$ cat src/shared/cs_unit_pkg.sv
// Purpose: shared constants for the chip-select and wait-state unit
// Assumes: 20-bit memory addresses, 16-bit i/o addresses, 16-bit control words
// Notes:   control word layouts are local to this unit
`default_nettype none
package cs_unit_pkg;
  // control register index on ctrl_sel
  localparam logic [2:0] SEL_UPPER = 3'h0;
  localparam logic [2:0] SEL_LOW   = 3'h1;
  localparam logic [2:0] SEL_MID   = 3'h2;
  localparam logic [2:0] SEL_PBASE = 3'h3;
  localparam logic [2:0] SEL_MPS   = 3'h4;
  // common fields
  localparam int WS_LSB  = 0;
  localparam int RDY_BIT = 2;
  // upper: lower boundary addr[19:10]; low: upper boundary addr[19:10]
  localparam int BND_LSB = 6;
  // mid: block base addr[19:13]
  localparam int MID_BASE_LSB = 9;
  // peripheral base: addr[19:11]; three-bit wait code for slots 0..4
  localparam int PB_BASE_LSB  = 7;
  localparam int PB_RDY_BIT   = 3;
  // mid/peripheral size control
  localparam int MS_SIZE_LSB  = 12;
  localparam int MS_IO_BIT    = 7;
  localparam int MS_A12_BIT   = 6;
  localparam logic [2:0] MID_SIZE_MAX = 3'h6;
  // upper region out of reset: F0000h..FFFFFh, ready required, three waits
  localparam logic [15:0] UPPER_RST = 16'hF007;
  localparam logic [15:0] CTRL_RST  = 16'h0000;

  typedef enum logic [2:0] {
    ST_IDLE = 3'b000,
    ST_T1   = 3'b001,
    ST_T2   = 3'b010,
    ST_T3   = 3'b011,
    ST_TW   = 3'b100,
    ST_TRDY = 3'b101,
    ST_TX   = 3'b110,
    ST_T4   = 3'b111
  } bus_state_e;

  // three-bit wait code: 0..3, then 5, 7, 9, 15
  function automatic logic [3:0] wide_wait(input logic [2:0] code);
    logic [3:0] w;
    w = 4'h0;
    case (code)
      3'h4:    w = 4'h5;
      3'h5:    w = 4'h7;
      3'h6:    w = 4'h9;
      3'h7:    w = 4'hF;
      default: w = {1'b0, code};
    endcase
    return w;
  endfunction : wide_wait
endpackage : cs_unit_pkg
`default_nettype wire

$ cat src/design/chip_select_unit.sv
// Purpose: memory and peripheral select decode with wait and ready control
// Assumes: cycle_start is a one-cycle request from logic on sys_clk
// Notes:   overlapping regions must share wait and ready settings
`default_nettype none
module chip_select_unit (
  input  wire logic        sys_clk,
  input  wire logic        srst,
  input  wire logic        cycle_start,
  input  wire logic [19:0] cycle_addr,
  input  wire logic        cycle_io,
  input  wire logic [2:0]  ctrl_sel,
  input  wire logic        ctrl_wr,
  input  wire logic        ctrl_rd,
  input  wire logic [15:0] ctrl_wdata,
  input  wire logic        async_ready_input,
  input  wire logic        sync_ready_input,
  output logic      [15:0] ctrl_rdata,
  output logic             upper_memory_select_n,
  output logic             low_memory_select_n,
  output logic      [3:0]  midrange_memory_selects_n,
  output logic      [3:0]  peripheral_selects_low_n,
  output logic             peripheral_select_5_n,
  output logic             peripheral_select_6_n,
  output logic             cycle_busy,
  output logic             cycle_done
);
  logic [15:0] upper_reg, low_reg, mid_reg, pbase_reg, mps_reg;
  logic        low_en_reg, mid_seen_reg, pbase_seen_reg, mps_seen_reg;
  logic        mid_en, pcs_en, a12_mode;
  logic [1:0]  rdy_a_reg, rdy_s_reg;
  logic        ready;
  logic        up_hit, low_hit, mid_hit;
  logic [3:0]  mcs_vec;
  logic [6:0]  pcs_vec;
  logic [2:0]  mid_n;
  logic [6:0]  mid_mask;
  logic [19:0] mid_shift;
  logic        pblk_hit;
  logic [3:0]  ws_sel;
  logic        rdy_sel;
  logic        up_h_reg, low_h_reg, a1_reg, a2_reg;
  logic [3:0]  mcs_h_reg;
  logic [6:0]  pcs_h_reg;
  logic        start;
  logic        early, late;
  cs_unit_pkg::bus_state_e state_reg, state_next;

  always_ff @(posedge sys_clk) begin
    if (srst) begin
      low_en_reg     <= 1'b0;
      mid_seen_reg   <= 1'b0;
      pbase_seen_reg <= 1'b0;
      mps_seen_reg   <= 1'b0;
    end else if (ctrl_wr || ctrl_rd) begin
      if (ctrl_sel == cs_unit_pkg::SEL_LOW)   low_en_reg     <= 1'b1;
      if (ctrl_sel == cs_unit_pkg::SEL_MID)   mid_seen_reg   <= 1'b1;
      if (ctrl_sel == cs_unit_pkg::SEL_PBASE) pbase_seen_reg <= 1'b1;
      if (ctrl_sel == cs_unit_pkg::SEL_MPS)   mps_seen_reg   <= 1'b1;
    end
  end
  assign mid_en   = mid_seen_reg && mps_seen_reg;
  // peripheral group off until both accessed
  assign pcs_en   = pbase_seen_reg && mps_seen_reg;
  assign a12_mode = mps_reg[cs_unit_pkg::MS_A12_BIT];

  always_ff @(posedge sys_clk) begin
    if (srst) begin
      upper_reg <= cs_unit_pkg::UPPER_RST;
      low_reg   <= cs_unit_pkg::CTRL_RST;
      mid_reg   <= cs_unit_pkg::CTRL_RST;
      pbase_reg <= cs_unit_pkg::CTRL_RST;
      mps_reg   <= cs_unit_pkg::CTRL_RST;
    end else if (ctrl_wr) begin
      if (ctrl_sel == cs_unit_pkg::SEL_UPPER) upper_reg <= ctrl_wdata;
      if (ctrl_sel == cs_unit_pkg::SEL_LOW)   low_reg   <= ctrl_wdata;
      if (ctrl_sel == cs_unit_pkg::SEL_MID)   mid_reg   <= ctrl_wdata;
      if (ctrl_sel == cs_unit_pkg::SEL_PBASE) pbase_reg <= ctrl_wdata;
      if (ctrl_sel == cs_unit_pkg::SEL_MPS)   mps_reg   <= ctrl_wdata;
    end
  end

  always_ff @(posedge sys_clk) begin
    if (srst) ctrl_rdata <= 16'h0000;
    else if (ctrl_rd) begin
      unique case (ctrl_sel)
        cs_unit_pkg::SEL_UPPER: ctrl_rdata <= upper_reg;
        cs_unit_pkg::SEL_LOW:   ctrl_rdata <= low_reg;
        cs_unit_pkg::SEL_MID:   ctrl_rdata <= mid_reg;
        cs_unit_pkg::SEL_PBASE: ctrl_rdata <= pbase_reg;
        cs_unit_pkg::SEL_MPS:   ctrl_rdata <= mps_reg;
        default:                ctrl_rdata <= 16'h0000;
      endcase
    end
  end

  // both ready pins synchronised, either one counts
  always_ff @(posedge sys_clk) begin
    if (srst) begin
      rdy_a_reg <= 2'h0;
      rdy_s_reg <= 2'h0;
    end else begin
      rdy_a_reg <= {rdy_a_reg[0], async_ready_input};
      rdy_s_reg <= {rdy_s_reg[0], sync_ready_input};
    end
  end
  assign ready = rdy_a_reg[1] || rdy_s_reg[1];

  // decode is blind to who started the cycle
  always_comb begin
    up_hit  = !cycle_io && cycle_addr[19:10] >= upper_reg[cs_unit_pkg::BND_LSB +: 10];
    low_hit = low_en_reg && !cycle_io
              && cycle_addr[19:10] <= low_reg[cs_unit_pkg::BND_LSB +: 10];
    // mid block is 8K << size, split four ways; sizes above 512K clamp
    mid_n    = mps_reg[cs_unit_pkg::MS_SIZE_LSB +: 3];
    if (mid_n > cs_unit_pkg::MID_SIZE_MAX) mid_n = cs_unit_pkg::MID_SIZE_MAX;
    mid_mask = 7'h7F << mid_n;
    mid_hit  = mid_en && !cycle_io && ((cycle_addr[19:13] & mid_mask)
               == (mid_reg[cs_unit_pkg::MID_BASE_LSB +: 7] & mid_mask));
    mid_shift = cycle_addr >> (5'h0B + {2'h0, mid_n});
    mcs_vec   = mid_hit ? (4'h1 << mid_shift[1:0]) : 4'h0;
    // 256-byte slots above the peripheral base
    if (mps_reg[cs_unit_pkg::MS_IO_BIT])
      pblk_hit = cycle_io && cycle_addr[19:16] == 4'h0
                 && cycle_addr[15:11] == pbase_reg[cs_unit_pkg::PB_BASE_LSB +: 5];
    else
      pblk_hit = !cycle_io && cycle_addr[19:11] == pbase_reg[cs_unit_pkg::PB_BASE_LSB +: 9];
    pcs_vec = (pcs_en && pblk_hit) ? 7'(8'h01 << cycle_addr[10:8]) : 7'h00;
    ws_sel  = 4'h0;
    rdy_sel = 1'b0;
    if (up_hit) begin
      ws_sel  = {2'h0, upper_reg[cs_unit_pkg::WS_LSB +: 2]};
      rdy_sel = upper_reg[cs_unit_pkg::RDY_BIT];
    end else if (low_hit) begin
      ws_sel  = {2'h0, low_reg[cs_unit_pkg::WS_LSB +: 2]};
      rdy_sel = low_reg[cs_unit_pkg::RDY_BIT];
    end else if (mid_hit) begin
      ws_sel  = {2'h0, mid_reg[cs_unit_pkg::WS_LSB +: 2]};
      rdy_sel = mid_reg[cs_unit_pkg::RDY_BIT];
    end else if (|pcs_vec[4:0]) begin
      ws_sel  = cs_unit_pkg::wide_wait(pbase_reg[cs_unit_pkg::WS_LSB +: 3]);
      rdy_sel = pbase_reg[cs_unit_pkg::PB_RDY_BIT];
    end else if (|pcs_vec[6:5] && !a12_mode) begin
      // address-bit mode switches off wait logic of selects 5 and 6
      ws_sel  = {2'h0, mps_reg[cs_unit_pkg::WS_LSB +: 2]};
      rdy_sel = mps_reg[cs_unit_pkg::RDY_BIT];
    end
  end

  assign start = cycle_start && state_reg == cs_unit_pkg::ST_IDLE;

  always_ff @(posedge sys_clk) begin
    if (srst) begin
      up_h_reg  <= 1'b0;
      low_h_reg <= 1'b0;
      mcs_h_reg <= 4'h0;
      pcs_h_reg <= 7'h00;
      a1_reg    <= 1'b0;
      a2_reg    <= 1'b0;
    end else if (start) begin
      up_h_reg  <= up_hit;
      low_h_reg <= low_hit;
      mcs_h_reg <= mcs_vec;
      pcs_h_reg <= pcs_vec;
      // address bits held for the whole cycle
      a1_reg    <= cycle_addr[1];
      a2_reg    <= cycle_addr[2];
    end
  end

  wait_sequencer u_seq (
    .sys_clk        (sys_clk),
    .srst           (srst),
    .start          (start),
    .wait_count     (ws_sel),
    .ready_required (rdy_sel),
    .ready          (ready),
    .state_reg      (state_reg),
    .state_next     (state_next)
  );

  assign early = state_next != cs_unit_pkg::ST_IDLE;
  assign late  = early && state_next != cs_unit_pkg::ST_T1;

  // selects only inside a live cycle and hit; in address-bit mode pins 5 and 6 carry the latched address bits instead
  always_ff @(posedge sys_clk) begin
    if (srst) begin
      upper_memory_select_n     <= 1'b1;
      low_memory_select_n       <= 1'b1;
      midrange_memory_selects_n <= 4'hF;
      peripheral_selects_low_n  <= 4'hF;
      peripheral_select_5_n     <= 1'b1;
      peripheral_select_6_n     <= 1'b1;
      cycle_busy                <= 1'b0;
      cycle_done                <= 1'b0;
    end else begin
      upper_memory_select_n     <= !(early && (start ? up_hit : up_h_reg));
      low_memory_select_n       <= !(early && (start ? low_hit : low_h_reg));
      midrange_memory_selects_n <= ~({4{late}} & mcs_h_reg);
      // six peripheral pins, slot 4 stays internal
      peripheral_selects_low_n  <= ~({4{late}} & pcs_h_reg[3:0]);
      peripheral_select_5_n     <= a12_mode ? (start ? cycle_addr[1] : a1_reg)
                                            : !(late && pcs_h_reg[5]);
      peripheral_select_6_n     <= a12_mode ? (start ? cycle_addr[2] : a2_reg)
                                            : !(late && pcs_h_reg[6]);
      cycle_busy                <= early;
      cycle_done                <= state_next == cs_unit_pkg::ST_T4;
    end
  end
endmodule : chip_select_unit
`default_nettype wire

$ cat src/design/wait_sequencer.sv
// Purpose: bus cycle phase sequencer with programmed waits and ready
// Assumes: start only while idle; ready already synchronised
// Notes:   wait count and ready mode are latched at start
`default_nettype none
module wait_sequencer (
  input  wire logic                    sys_clk,
  input  wire logic                    srst,
  input  wire logic                    start,
  input  wire logic [3:0]              wait_count,
  input  wire logic                    ready_required,
  input  wire logic                    ready,
  output var  cs_unit_pkg::bus_state_e state_reg,
  output var  cs_unit_pkg::bus_state_e state_next
);
  logic [3:0] ws_reg;
  logic [3:0] cnt_reg;
  logic       req_reg;
  logic       miss_reg;

  always_comb begin
    state_next = state_reg;
    unique case (state_reg)
      cs_unit_pkg::ST_IDLE: if (start) state_next = cs_unit_pkg::ST_T1;
      cs_unit_pkg::ST_T1:   state_next = cs_unit_pkg::ST_T2;
      cs_unit_pkg::ST_T2:   state_next = cs_unit_pkg::ST_T3;
      cs_unit_pkg::ST_T3: begin
        if (ws_reg != 4'h0) state_next = cs_unit_pkg::ST_TW;
        else if (req_reg && !ready) state_next = cs_unit_pkg::ST_TRDY;
        else state_next = cs_unit_pkg::ST_T4;
      end
      cs_unit_pkg::ST_TW: begin
        if (cnt_reg == 4'h1) begin
          if (req_reg && (miss_reg || (ws_reg == 4'h1 && !ready)))
            state_next = cs_unit_pkg::ST_TRDY;
          else
            state_next = cs_unit_pkg::ST_T4;
        end
      end
      cs_unit_pkg::ST_TRDY: if (ready) state_next = cs_unit_pkg::ST_TX;
      cs_unit_pkg::ST_TX:   state_next = cs_unit_pkg::ST_T4;
      cs_unit_pkg::ST_T4:   state_next = cs_unit_pkg::ST_IDLE;
    endcase
  end

  always_ff @(posedge sys_clk) begin
    if (srst) state_reg <= cs_unit_pkg::ST_IDLE;
    else state_reg <= state_next;
  end

  always_ff @(posedge sys_clk) begin
    if (srst) begin
      ws_reg  <= 4'h0;
      req_reg <= 1'b0;
    end else if (start && state_reg == cs_unit_pkg::ST_IDLE) begin
      ws_reg  <= wait_count;
      req_reg <= ready_required;
    end
  end

  always_ff @(posedge sys_clk) begin
    if (srst) begin
      cnt_reg  <= 4'h0;
      miss_reg <= 1'b0;
    end else if (state_reg == cs_unit_pkg::ST_T3) begin
      cnt_reg  <= ws_reg;
      miss_reg <= 1'b0;
    end else if (state_reg == cs_unit_pkg::ST_TW) begin
      cnt_reg <= cnt_reg - 4'h1;
      if (cnt_reg == ws_reg && !ready) miss_reg <= 1'b1;
    end
  end
endmodule : wait_sequencer
`default_nettype wire

$ cat config.mk
export PLATFORM = sky130hd
export DESIGN_NAME = chip_select_unit
export DESIGN_NICKNAME = d
export VERILOG_FILES = /design/src/shared/cs_unit_pkg.sv /design/src/design/chip_select_unit.sv /design/src/design/wait_sequencer.sv
export SDC_FILE = /design/constraint.sdc
export NUM_CORES = 1
export LEC_CHECK = 0
export BUFFER_PORTS_ARGS = -buffer_cell sky130_fd_sc_hd__buf_2
export CAP_MARGIN = 30
export CORE_MARGIN = 3
export CORE_UTILIZATION = 53
export DETAILED_ROUTE_END_ITERATION = 10
export PLACE_DENSITY_LB_ADDON = 0.3
export SLEW_MARGIN = 20
export SYNTH_ARGS = -nofsm -noshare
export SYNTH_HDL_FRONTEND = slang
export SYNTH_SLANG_ARGS = --single-unit
$ cat constraint.sdc
create_clock -name sys_clk -period 2.08 [get_ports sys_clk]
set_input_delay 0.416 -clock sys_clk [delete_from_list [all_inputs] [get_ports sys_clk]]
set_output_delay 0.416 -clock sys_clk [all_outputs]
set_load 0.02 [all_outputs]
==> impl_results.md, run 1 <==
* Primary FF master, synth: dfxtp_1
* End of the worst register-to-register path: u_seq.ws_reg[0]$_SDFFE_PP0P_
* Htree depth at 4
* Post-synth cell types at 55
* Placer Congestion at 0.9573
* Final count of negative-setup-slack endpoints at 0
* Slew @ Worst Pin at 0.6193 ns
* Power consumption at 0.006890 W
* Non-filler cells, final at 1139
* Core area at 0.01226 sq mm
* I/O pin cnt at 77
* Clk_lat worst skew at 0.42 ns
* Final Slew Violations at 0
* Overflow after GRT at 0
* Die Area at ~0.014 sq mm
* Setup crit start: low_reg[13]$_SDFFE_PP0P_
* Nets at 1028
* Longest Clk Path Bufs at 2
* WL/cell at around 17 um
* Dpl cells at 1107
* Critical path endpoint: u_seq.ws_reg[0]$_SDFFE_PP0P_
* Synthesized net count at a little over 900
* DR iter-0 viols at 795
* Share of layout cells above drive strength 1 at 0.1998
* Post-Syn Area at 0.006798 sq mm
* Number of cell rows at 40
* Pwr/cell area at roughly 830 mW/mm^2
* Input/output buffers at 70
* P_leak at roughly 3.2 nW
* Critical path endpoint category: flip-flop
* DRC at 0
* Final Hold Viols at 0
* Die width at approximately 120 um
* Starting Density at 0.5544
* Hold Startpoint: sync_ready_input
* Minimum clock period at 1.984 ns
* CTS tree: yes
* Sinks on Clock Net at 145
* Crit path required time at 2.40 ns
* Die H at 119.3 um
* Post-route clock period utilization at 0.9539
* Fmax achieved at ~500 MHz
* Sequential fraction of the synthesis area at 0.4270
* Clock transition at the registers of the reported paths at 0.06 ns
* Min-Delay Path Depth at 2
* Initial DRT Pass Iterations at 5
* Inserted Clock Buffers at 17
* Area growth syn-to-layout at 21.72%
* RSZ-0062 raised after global routing: yes
* Peak supply drop at about 0.71 mV
* Clk_skew at 0.006584 ns
* Antenna cell count at 0
* Vias in the first global route at 6307
* Worst r2r path cells at 9
* First-pass GRT wire length at 31.35 mm
* HP Class: input pin to flip-flop
* Number of synthesized flops with an enable pin at 0
* Critical-path maximum fanout at 5
* Synthesized flop and latch total at 145
* Flop2flop setup slack at 0.1 ns
* Post-Synthesis Cells at 862
* Worst slew margin at 0.5861
* Antenna violations before repair at 0
* Startpoint Class: flip-flop
* Post-DR vias/cell at 5.716
* Worst reg2reg path startpoint: low_reg[13]$_SDFFE_PP0P_
* Dpl hpwl at 13.78 mm
* Core Util, Final at 0.6748
* Ys async rst share at 0
* Largest net degree at the start of global routing at 94
* Final wirelength at 19.54 mm
* Yosys warns at 0
* Hold buffer count at CTS at 0
* Avg Cell Area, Syn at 7.886 sq um
* Detail Route Antenna Nets at 0
* Critical path arrival at roughly 2.3 ns
* Global-route usage over all layers at 0.2768
* Number of max-cap violations at 0
* Status: completed
* Total number of vias at 6510
* Worst Setup Path Type: flip-flop to flip-flop
* Root Driver: clkbuf_16
## through the flow
step | hold slack, ns | instance area, sq um | setup WS [ns] | TNS, ns
floorplan | 0.3576 | 6798 | 0.2521 | 0
global placement | 0.3672 | 7585 | -0.1726 | -0.6493
detailed placement | 0.3707 | 7585 | -0.1978 | -0.8841
CTS | 0.2042 | 8203 | 0.008627 | 0
global route | 0.2090 | 8274 | -0.01950 | -0.01950
finish | 0.2139 | 8274 | 0.09590 | 0
## worst min path at each step
stage,to
after CTS,rdy_s_reg[0]$_SDFF_PP0_
after global routing,rdy_s_reg[0]$_SDFF_PP0_
after floorplan,midrange_memory_selects_n[2]$_SDFF_PP1_
after detailed placement,peripheral_selects_low_n[0]$_SDFF_PP1_
after global placement,peripheral_selects_low_n[0]$_SDFF_PP1_
final,rdy_s_reg[0]$_SDFF_PP0_
## cell type report
type / count / area, sq um
Fill cell: 1028 / 3988
Multi-Input combinational cell: 636 / 3620
Sequential cell: 145 / 2913
Timing Repair Buffer: 128 / 800.8
Clock buffer: 18 / 429.2
Tap cell: 168 / 210.2
Clock inverter: 13 / 185.2
Inverter: 31 / 116.4
## routing by layer
| layer | global-route usage | wire length (um) | vias to the layer above | share of wire |
|---|---|---|---|---|
| li1 | - | - | 3150 | - |
| met1 | 0.3604 | 8545 | 3059 | 0.44 |
| met2 | 0.4468 | 9061 | 267 | 0.46 |
| met3 | 0.07028 | 1485 | 34 | 0.076 |
| met4 | 0.09486 | 450 | 0 | 0.023 |
| met5 | 0 | 0 | - | 0 |
## cell usage in the layout (no fill, tap or decap), drive strengths merged, types with 7 or more instances in the layout
cell type / synthesis / routed
ha: 22 / 22
xnor2: 17 / 17
nor2b: 11 / 11
a22oi: 21 / 21
inv: 31 / 33
mux2i: 17 / 17
o21ai: 16 / 16
dfxtp: 145 / 145
nand2: 196 / 196
clkbuf: 35 / 18
a211o: 8 / 8
nor3b: 8 / 8
buf: 15 / 128
and2: 7 / 7
nand3: 11 / 11
nor3: 8 / 8
nor2: 77 / 77
a21oi: 139 / 139
## synth_stat cells, drive strengths merged, types with 15 or more instances
library cell  instances  area [sq um]
inv                  31         116.4
buf                  15         75.07
xnor2                17         163.9
a22oi                21         157.7
clkbuf               35         141.4
nand2               196         743.2
nor2                 77         296.5
mux2i                17         170.2
ha                   22         275.3
dfxtp               145          2903
a21oi               139         695.7
o21ai                16         80.08
## power breakdown
part	total (W)	internal [W]	switching [W]
Combinational	0.000780	0.000307	0.000473
Sequential	0.00293	0.00286	0.0000728
Clock	0.00318	0.00200	0.00117
## worst max-delay path: stages, from the launching register on
cell and delay [ns]:
dfxtp_2 0.34, inv_1 0.05, ha_1 0.30, a211oi_2 0.22, o21ai_0 0.14, a211oi_2 0.19, nor2_1 0.07, buf_4 0.15
and2_1 0.18, a311oi_1 0.25
## logic make-up after synthesis
kind of cell             after synthesis  share of synthesized area
AO/OA/AOI/OAI                        222                     0.1925
buffers and inverters                 81                    0.04896
AND/OR/NAND/NOR                      352                     0.2301
XOR/XNOR                              21                    0.02927
flip-flops                           145                     0.4270
multiplexers                          19                    0.03166
adder cells (fa/ha/maj)               22                    0.04049
## repair_timing
item / 4_1_cts / 5_1_grt
setup buffers: 0 / 1
endpoints found under the setup margin: 3 / 8
pin swaps: 0 / 5
gates resized for setup: 1 / 18
cloned: 0 / 0
Power figures use the tool's default switching activity.
==> run 2, diff against run 1 <==
- CELL_PAD_IN_SITES_DETAIL_PLACEMENT: default -> 1
- CELL_PAD_IN_SITES_GLOBAL_PLACEMENT: default -> 1
- CORE_UTILIZATION: 53 -> 43
==> impl_results.md, run 2 (same netlist as run 1, synthesis figures left out) <==
* Status: completed
* Total number of vias at 6546 (+0.55%)
* Peak supply drop at 0.5673 mV (-20%)
* Fmax achieved at 488.4 MHz (-3.1%)
* Clk_lat worst skew at 0.43 ns (about the same)
* Antenna cell count at 0 (unchanged)
* DRC at 0 (unchanged)
* Htree depth at 4 (unchanged)
* Critical path arrival at 2.38 ns (+0.07 ns)
* Post-route clock period utilization at 0.9844 (+0.03051)
* CP max stage cell: dfxtp_1
* Core area at 0.01531 sq mm (+25%)
* Worst reg2reg path startpoint: low_reg[13]$_SDFFE_PP0P_
* Minimum clock period at 2.048 ns (+0.06345 ns)
* Non-filler cells, final at 1179 (+3.5%)
* HP Class: input pin to flip-flop
* Min-Delay Path Depth at 2 (unchanged)
* Setup ws final at 0.03245 ns (-0.06345 ns)
* Final Hold Viols at 0 (unchanged)
* Overflow after GRT at 0 (unchanged)
* Most frequent cells in the layout: 195 x nand2_1, 139 x dfxtp_1, 136 x a21oi_1
* Hold Startpoint: async_ready_input
* Worst slew margin at 0.5833 (-0.002834)
* Die width at 131.7 um (+10%)
* Pwr/cell area at 833.2 mW/mm^2 (about the same)
* Postcts setup bufs at 0 (unchanged)
* End of the worst register-to-register path: u_seq.ws_reg[0]$_SDFFE_PP0P_
* Inserted Clock Buffers at 17 (unchanged)
* Final count of negative-setup-slack endpoints at 0 (unchanged)
* Worst r2r path cells at 8 (-1)
* Sinks on Clock Net at 145 (unchanged)
* Number of cell rows at 45 (+13%)
* CP peak stage delay at 0.33 ns (about the same)
* Final wirelength at 22.69 mm (+16%)
* Startpoint Class: flip-flop
* Post-DR vias/cell at 5.552 (-2.9%)
* Power Internal at 0.005173 W (about the same)
* Sw power at 0.001813 W (+5.5%)
* Hold slack at 0.2263 ns (+0.01240 ns)
* Critical path endpoint category: flip-flop
* Input/output buffers at 70 (unchanged)
* Initial DRT Pass Iterations at 5 (unchanged)
* Die Area at 0.01735 sq mm (+22%)
* Root Driver: clkbuf_16
* Nets at 1024 (-0.39%)
* Critical path, cell by cell: inv_1 -> ha_1 -> a211oi_1 -> o21ai_0 -> a211oi_2 -> nor2_2 -> and2_1 -> a311oi_1
* Flop2flop setup slack at 0.03 ns (-0.06 ns)
* Vias in the first global route at 6791 (+7.7%)
* Share of layout cells above drive strength 1 at 0.2014 (+0.001652)
* Worst Setup Path Type: flip-flop to flip-flop
* Final Slew Violations at 0 (unchanged)
* Power share of the sequential group at 0.420 (-0.006)
* Hold EP: rdy_a_reg[0]$_SDFF_PP0_
* Buf/Inv on CP at 1 (-1)
* Most common cell after layout, fill and taps aside: nand2_1
* P_leak at 3.166 nW (+0.23%)
* Clk pwr share at 0.465 (+0.004)
* Crit path required time at 2.41 ns (about the same)
* Clk_skew at 0.009889 ns (+0.003305 ns)
* Clock transition at the registers of the reported paths at 0.06 ns (about the same)
* Setup TNS at 0 ns (unchanged)
* Detail Route Antenna Nets at 0 (unchanged)
* Hold buffer count at CTS at 0 (unchanged)
* Global-route usage over all layers at 0.2593 (-0.01753)
* Die H at 131.7 um (+10%)
* I/O pin cnt at 77 (unchanged)
* DR iter-0 viols at 398 (-50%)
* Comb power frac at 0.115 (+0.002)
* Placer Congestion at 0.8801 (-8.1%)
* Dpl hpwl at 16.13 mm (+17%)
* Pre-CTS setup slack at -0.2307 ns (-0.03283 ns)
* Largest net degree at the start of global routing at 69 (-27%)
* Longest Clk Path Bufs at 2 (unchanged)
* Starting Density at 0.4439 (-0.1105)
* First-pass GRT wire length at 35.98 mm (+15%)
* Critical-path maximum fanout at 3 (-2)
* Slew @ Worst Pin at 0.6244 ns (+0.005064 ns)
* Number of max-cap violations at 0 (unchanged)
* Antenna violations before repair at 0 (unchanged)
* Delay-heaviest family, CP: compound AO/OA/AOI/OAI gates
* WL/cell at 19.25 um (+12%)
* CTS tree: yes
* Area growth syn-to-layout at 23.34%
* Power consumption at 0.006986 W (+1.4%)
* Dpl cells at 1147 (+3.6%)
* Switching part of the total power at 0.2595 (+0.01006)
==> run 2: final cells by class <==
| type | count | area (sq um) |
|---|---|---|
| well taps | 211 | 264.0 |
| flip-flops and latches | 145 | 2910 |
| fillers | 1902 | 6930 |
| clock inverters | 13 | 185.2 |
| multi-input cells | 636 | 3667 |
| repair buffers | 124 | 808.3 |
| inverters | 31 | 116.4 |
| clock buffers | 19 | 432.9 |
==> run 2: worst max-delay path by stage <==
stage | start | end | slack, ns | cells past startpoint
6_report | low_reg[13]$_SDFFE_PP0P_ | u_seq.ws_reg[0]$_SDFFE_PP0P_ | 0.03 | 8
3_5_place_dp | cycle_addr[12] | u_seq.ws_reg[3]$_SDFFE_PP0P_ | -0.23 | 9
4_1_cts | low_reg[11]$_SDFFE_PP0P_ | u_seq.req_reg$_SDFFE_PP0P_ | 0.02 | 9
3_3_place_gp | cycle_addr[12] | u_seq.req_reg$_SDFFE_PP0P_ | -0.12 | 9
5_1_grt | low_reg[13]$_SDFFE_PP0P_ | u_seq.ws_reg[0]$_SDFFE_PP0P_ | -0.20 | 9
2_1_floorplan | cycle_addr[17] | u_seq.req_reg$_SDFFE_PP0P_ | 0.25 | 7
==> run 2: worst register-to-register path, stage by stage (launching register included) <==
cell,delay (ns)
dfxtp_1,0.33
inv_1,0.06
ha_1,0.31
a211oi_1,0.27
o21ai_0,0.15
a211oi_2,0.29
nor2_2,0.10
and2_1,0.20
a311oi_1,0.24
==> run 2: power by group through the flow <==
stage / clock network [W] / logic, W / registers [W]
2_1_floorplan: 0 / 0.000450 / 0.00298
3_3_place_gp: 0 / 0.000743 / 0.00299
3_5_place_dp: 0 / 0.000764 / 0.00299
4_1_cts: 0.00329 / 0.000776 / 0.00293
5_1_grt: 0.00342 / 0.000882 / 0.00294
6_report: 0.00325 / 0.000805 / 0.00293
==> run 2: routing by layer <==
metal | GRT usage | wire length, um
met1 | 0.3107 | 9818
met5 | 0 | 0
met2 | 0.4628 | 11430
met4 | 0.09160 | 565
met3 | 0.05153 | 883
==> run 2: per-stage QoR <==
stage	utilization	cell area, sq um
after global routing	0.5475	8384
after floorplan	-	6798
final	0.5475	8384
after global placement	0.4998	7654
after detailed placement	0.4998	7654
after CTS	0.5404	8275
==> run 2: timing repair <==
action                                  4_1_cts  5_1_grt
gates cloned                                  0        0
endpoints found under the setup margin        4       12
pin swaps                                     1        8
gates resized for setup                       2       23
==> run 3, diff against run 2 <==
- CTS_BUF_LIST: default -> sky130_fd_sc_hd__clkbuf_16
- TNS_END_PERCENT: default -> 50
==> impl_results.md, run 3 (same netlist as run 1, synthesis figures left out) <==
* Status: completed
* Post-DR vias/cell at 5.549 (about the same)
* Final Hold Viols at 0 (unchanged)
* WL/cell at 19.22 um (-0.14%)
* Final count of negative-setup-slack endpoints at 0 (unchanged)
* Root Driver: clkbuf_16
* Core area at 0.01531 sq mm (unchanged)
* Final Slew Violations at 0 (unchanged)
* Clk_skew at 0.009636 ns (-0.0002531 ns)
* Multi-input gate area at 0.003667 sq mm (unchanged)
* Starting Density at 0.4439 (unchanged)
* CP max stage cell: dfxtp_1
* Worst Setup Path Type: flip-flop to flip-flop
* I/O pin cnt at 77 (unchanged)
* Final wirelength at 22.66 mm (-0.14%)
* Htree depth at 4 (unchanged)
* Postcts setup bufs at 0 (unchanged)
* Largest net degree at the start of global routing at 69 (unchanged)
* Critical path arrival at 2.38 ns (about the same)
* Critical path, cell by cell: inv_1 -> ha_1 -> a211oi_1 -> o21ai_0 -> a211oi_2 -> nor2_2 -> and2_1 -> a311oi_1
* Pwr/cell area at 831.9 mW/mm^2 (-0.16%)
* Antenna violations before repair at 0 (unchanged)
* Clk_lat worst skew at 0.43 ns (about the same)
* Number of max-cap violations at 0 (unchanged)
* Delay-heaviest family, CP: compound AO/OA/AOI/OAI gates
* Startpoint Class: flip-flop
* First-pass GRT wire length at 35.99 mm (about the same)
* Antenna cell count at 0 (unchanged)
* Number of fill cells in the layout at 1902 (unchanged)
* CP peak stage delay at 0.33 ns (about the same)
* Die H at 131.7 um (unchanged)
* Die Area at 0.01735 sq mm (unchanged)
* Area growth syn-to-layout at 23.34% (unchanged)
* Inserted Clock Buffers at 17 (unchanged)
* Critical-path maximum fanout at 3 (unchanged)
* Post-route clock period utilization at 0.9853 (about the same)
* Nets at 1024 (unchanged)
* Die width at 131.7 um (unchanged)
* Overflow after GRT at 0 (unchanged)
* Peak supply drop at 0.5652 mV (-0.38%)
* Placer Congestion at 0.8801 (unchanged)
* Share of layout cells above drive strength 1 at 0.2014 (unchanged)
* Worst slew margin at 0.5826 (-0.0006760)
* CTS tree: yes
* Global-route usage over all layers at 0.2594 (about the same)
* Sinks on Clock Net at 145 (unchanged)
* Minimum clock period at 2.049 ns (+0.001824 ns)
* Buf/Inv on CP at 1 (unchanged)
* Longest Clk Path Bufs at 2 (unchanged)
* Number of cell rows at 45 (unchanged)
* Slew @ Worst Pin at 0.6254 ns (+0.001012 ns)
* Total number of vias at 6542 (-0.061%)
* Dpl hpwl at 16.13 mm (unchanged)
* Vias in the first global route at 6789 (-0.029%)
* Register Area at 0.002910 sq mm (unchanged)
* Initial DRT Pass Iterations at 5 (unchanged)
* Clock transition at the registers of the reported paths at 0.06 ns (about the same)
* Hold buffer count at CTS at 0 (unchanged)
* Crit path required time at 2.41 ns (about the same)
* Critical path endpoint category: flip-flop
* Most frequent cells in the layout: 195 x nand2_1, 139 x dfxtp_1, 136 x a21oi_1
* Power consumption at 0.006974 W (-0.16%)
* Detail Route Antenna Nets at 0 (unchanged)
* Input/output buffers at 70 (unchanged)
* HP Class: input pin to flip-flop
* DR iter-0 viols at 379 (-4.8%)
* Most common cell after layout, fill and taps aside: nand2_1
* Core Util, Final at 0.5475 (unchanged)
* Fmax achieved at 488.0 MHz (about the same)
* P_leak at 3.175 nW (+0.26%)
* DRC at 0 (unchanged)
## run 3: cell count changes in the layout (fill, tap and decap cells not counted), sizes merged
cell,change
clkbuf,-2
inv,+2
## run 3: final cells by class
| type | instances | area share |
|---|---|---|
| tap | 211 | 0.03149 |
| clock inverter | 15 | 0.02298 |
| timing repair buffer | 124 | 0.09640 |
| clock buffer | 17 | 0.05074 |
| multi-input combinational | 636 | 0.4374 |
| inverter | 31 | 0.01388 |
| sequential | 145 | 0.3471 |
## run 3: power by group
part	internal, W	leakage (nW)	switching (W)
combinational	0.000302	1.69	0.000502
clock	0.00200	0.306	0.00124
sequential	0.00286	1.18	0.0000739
total	0.00516	3.17	0.00181
## run 3: through the flow
step | cell area [sq um] | std cells | hold WS, ns | setup TNS (ns) | setup WS (ns)
after detailed placement | 7654 | 1147 | 0.3728 | -1.383 | -0.2307
after global placement | 7654 | 1147 | 0.3689 | -0.8021 | -0.1226
after floorplan | 6798 | 862 | 0.3576 | 0 | 0.2521
after CTS | 8275 | 1179 | 0.2271 | 0 | 0.01553
after global routing | 8384 | 1179 | 0.2218 | -0.7031 | -0.1981
final | 8384 | 1179 | 0.2272 | 0 | 0.03063
## run 3: per-layer routing
layer	vias to the layer above	GRT usage	share of wire
met4	0	0.09160	0.025
met1	3216	0.3112	0.43
met5	-	0	0
met2	153	0.4625	0.50
li1	3131	-	-
met3	42	0.05153	0.043
## run 3: timing repair
item	4_1_cts	5_1_grt
resized for setup	2	23
pin swaps	1	8
setup endpoints to repair	4	12
hold endpoints to repair	0	0
## run 3: path summary, 6_finish.rpt
check | start | to | slack [ns] | cells past startpoint
setup / recovery | low_reg[13]$_SDFFE_PP0P_ | u_seq.ws_reg[0]$_SDFFE_PP0P_ | 0.03 | 8
hold / removal | async_ready_input | rdy_a_reg[0]$_SDFF_PP0_ | 0.23 | 2
setup reg to reg | low_reg[13]$_SDFFE_PP0P_ | u_seq.ws_reg[0]$_SDFFE_PP0P_ | 0.03 | 8
hold reg to reg | pcs_h_reg[1]$_SDFFE_PP0P_ | peripheral_selects_low_n[1]$_SDFF_PP1_ | 0.38 | 1
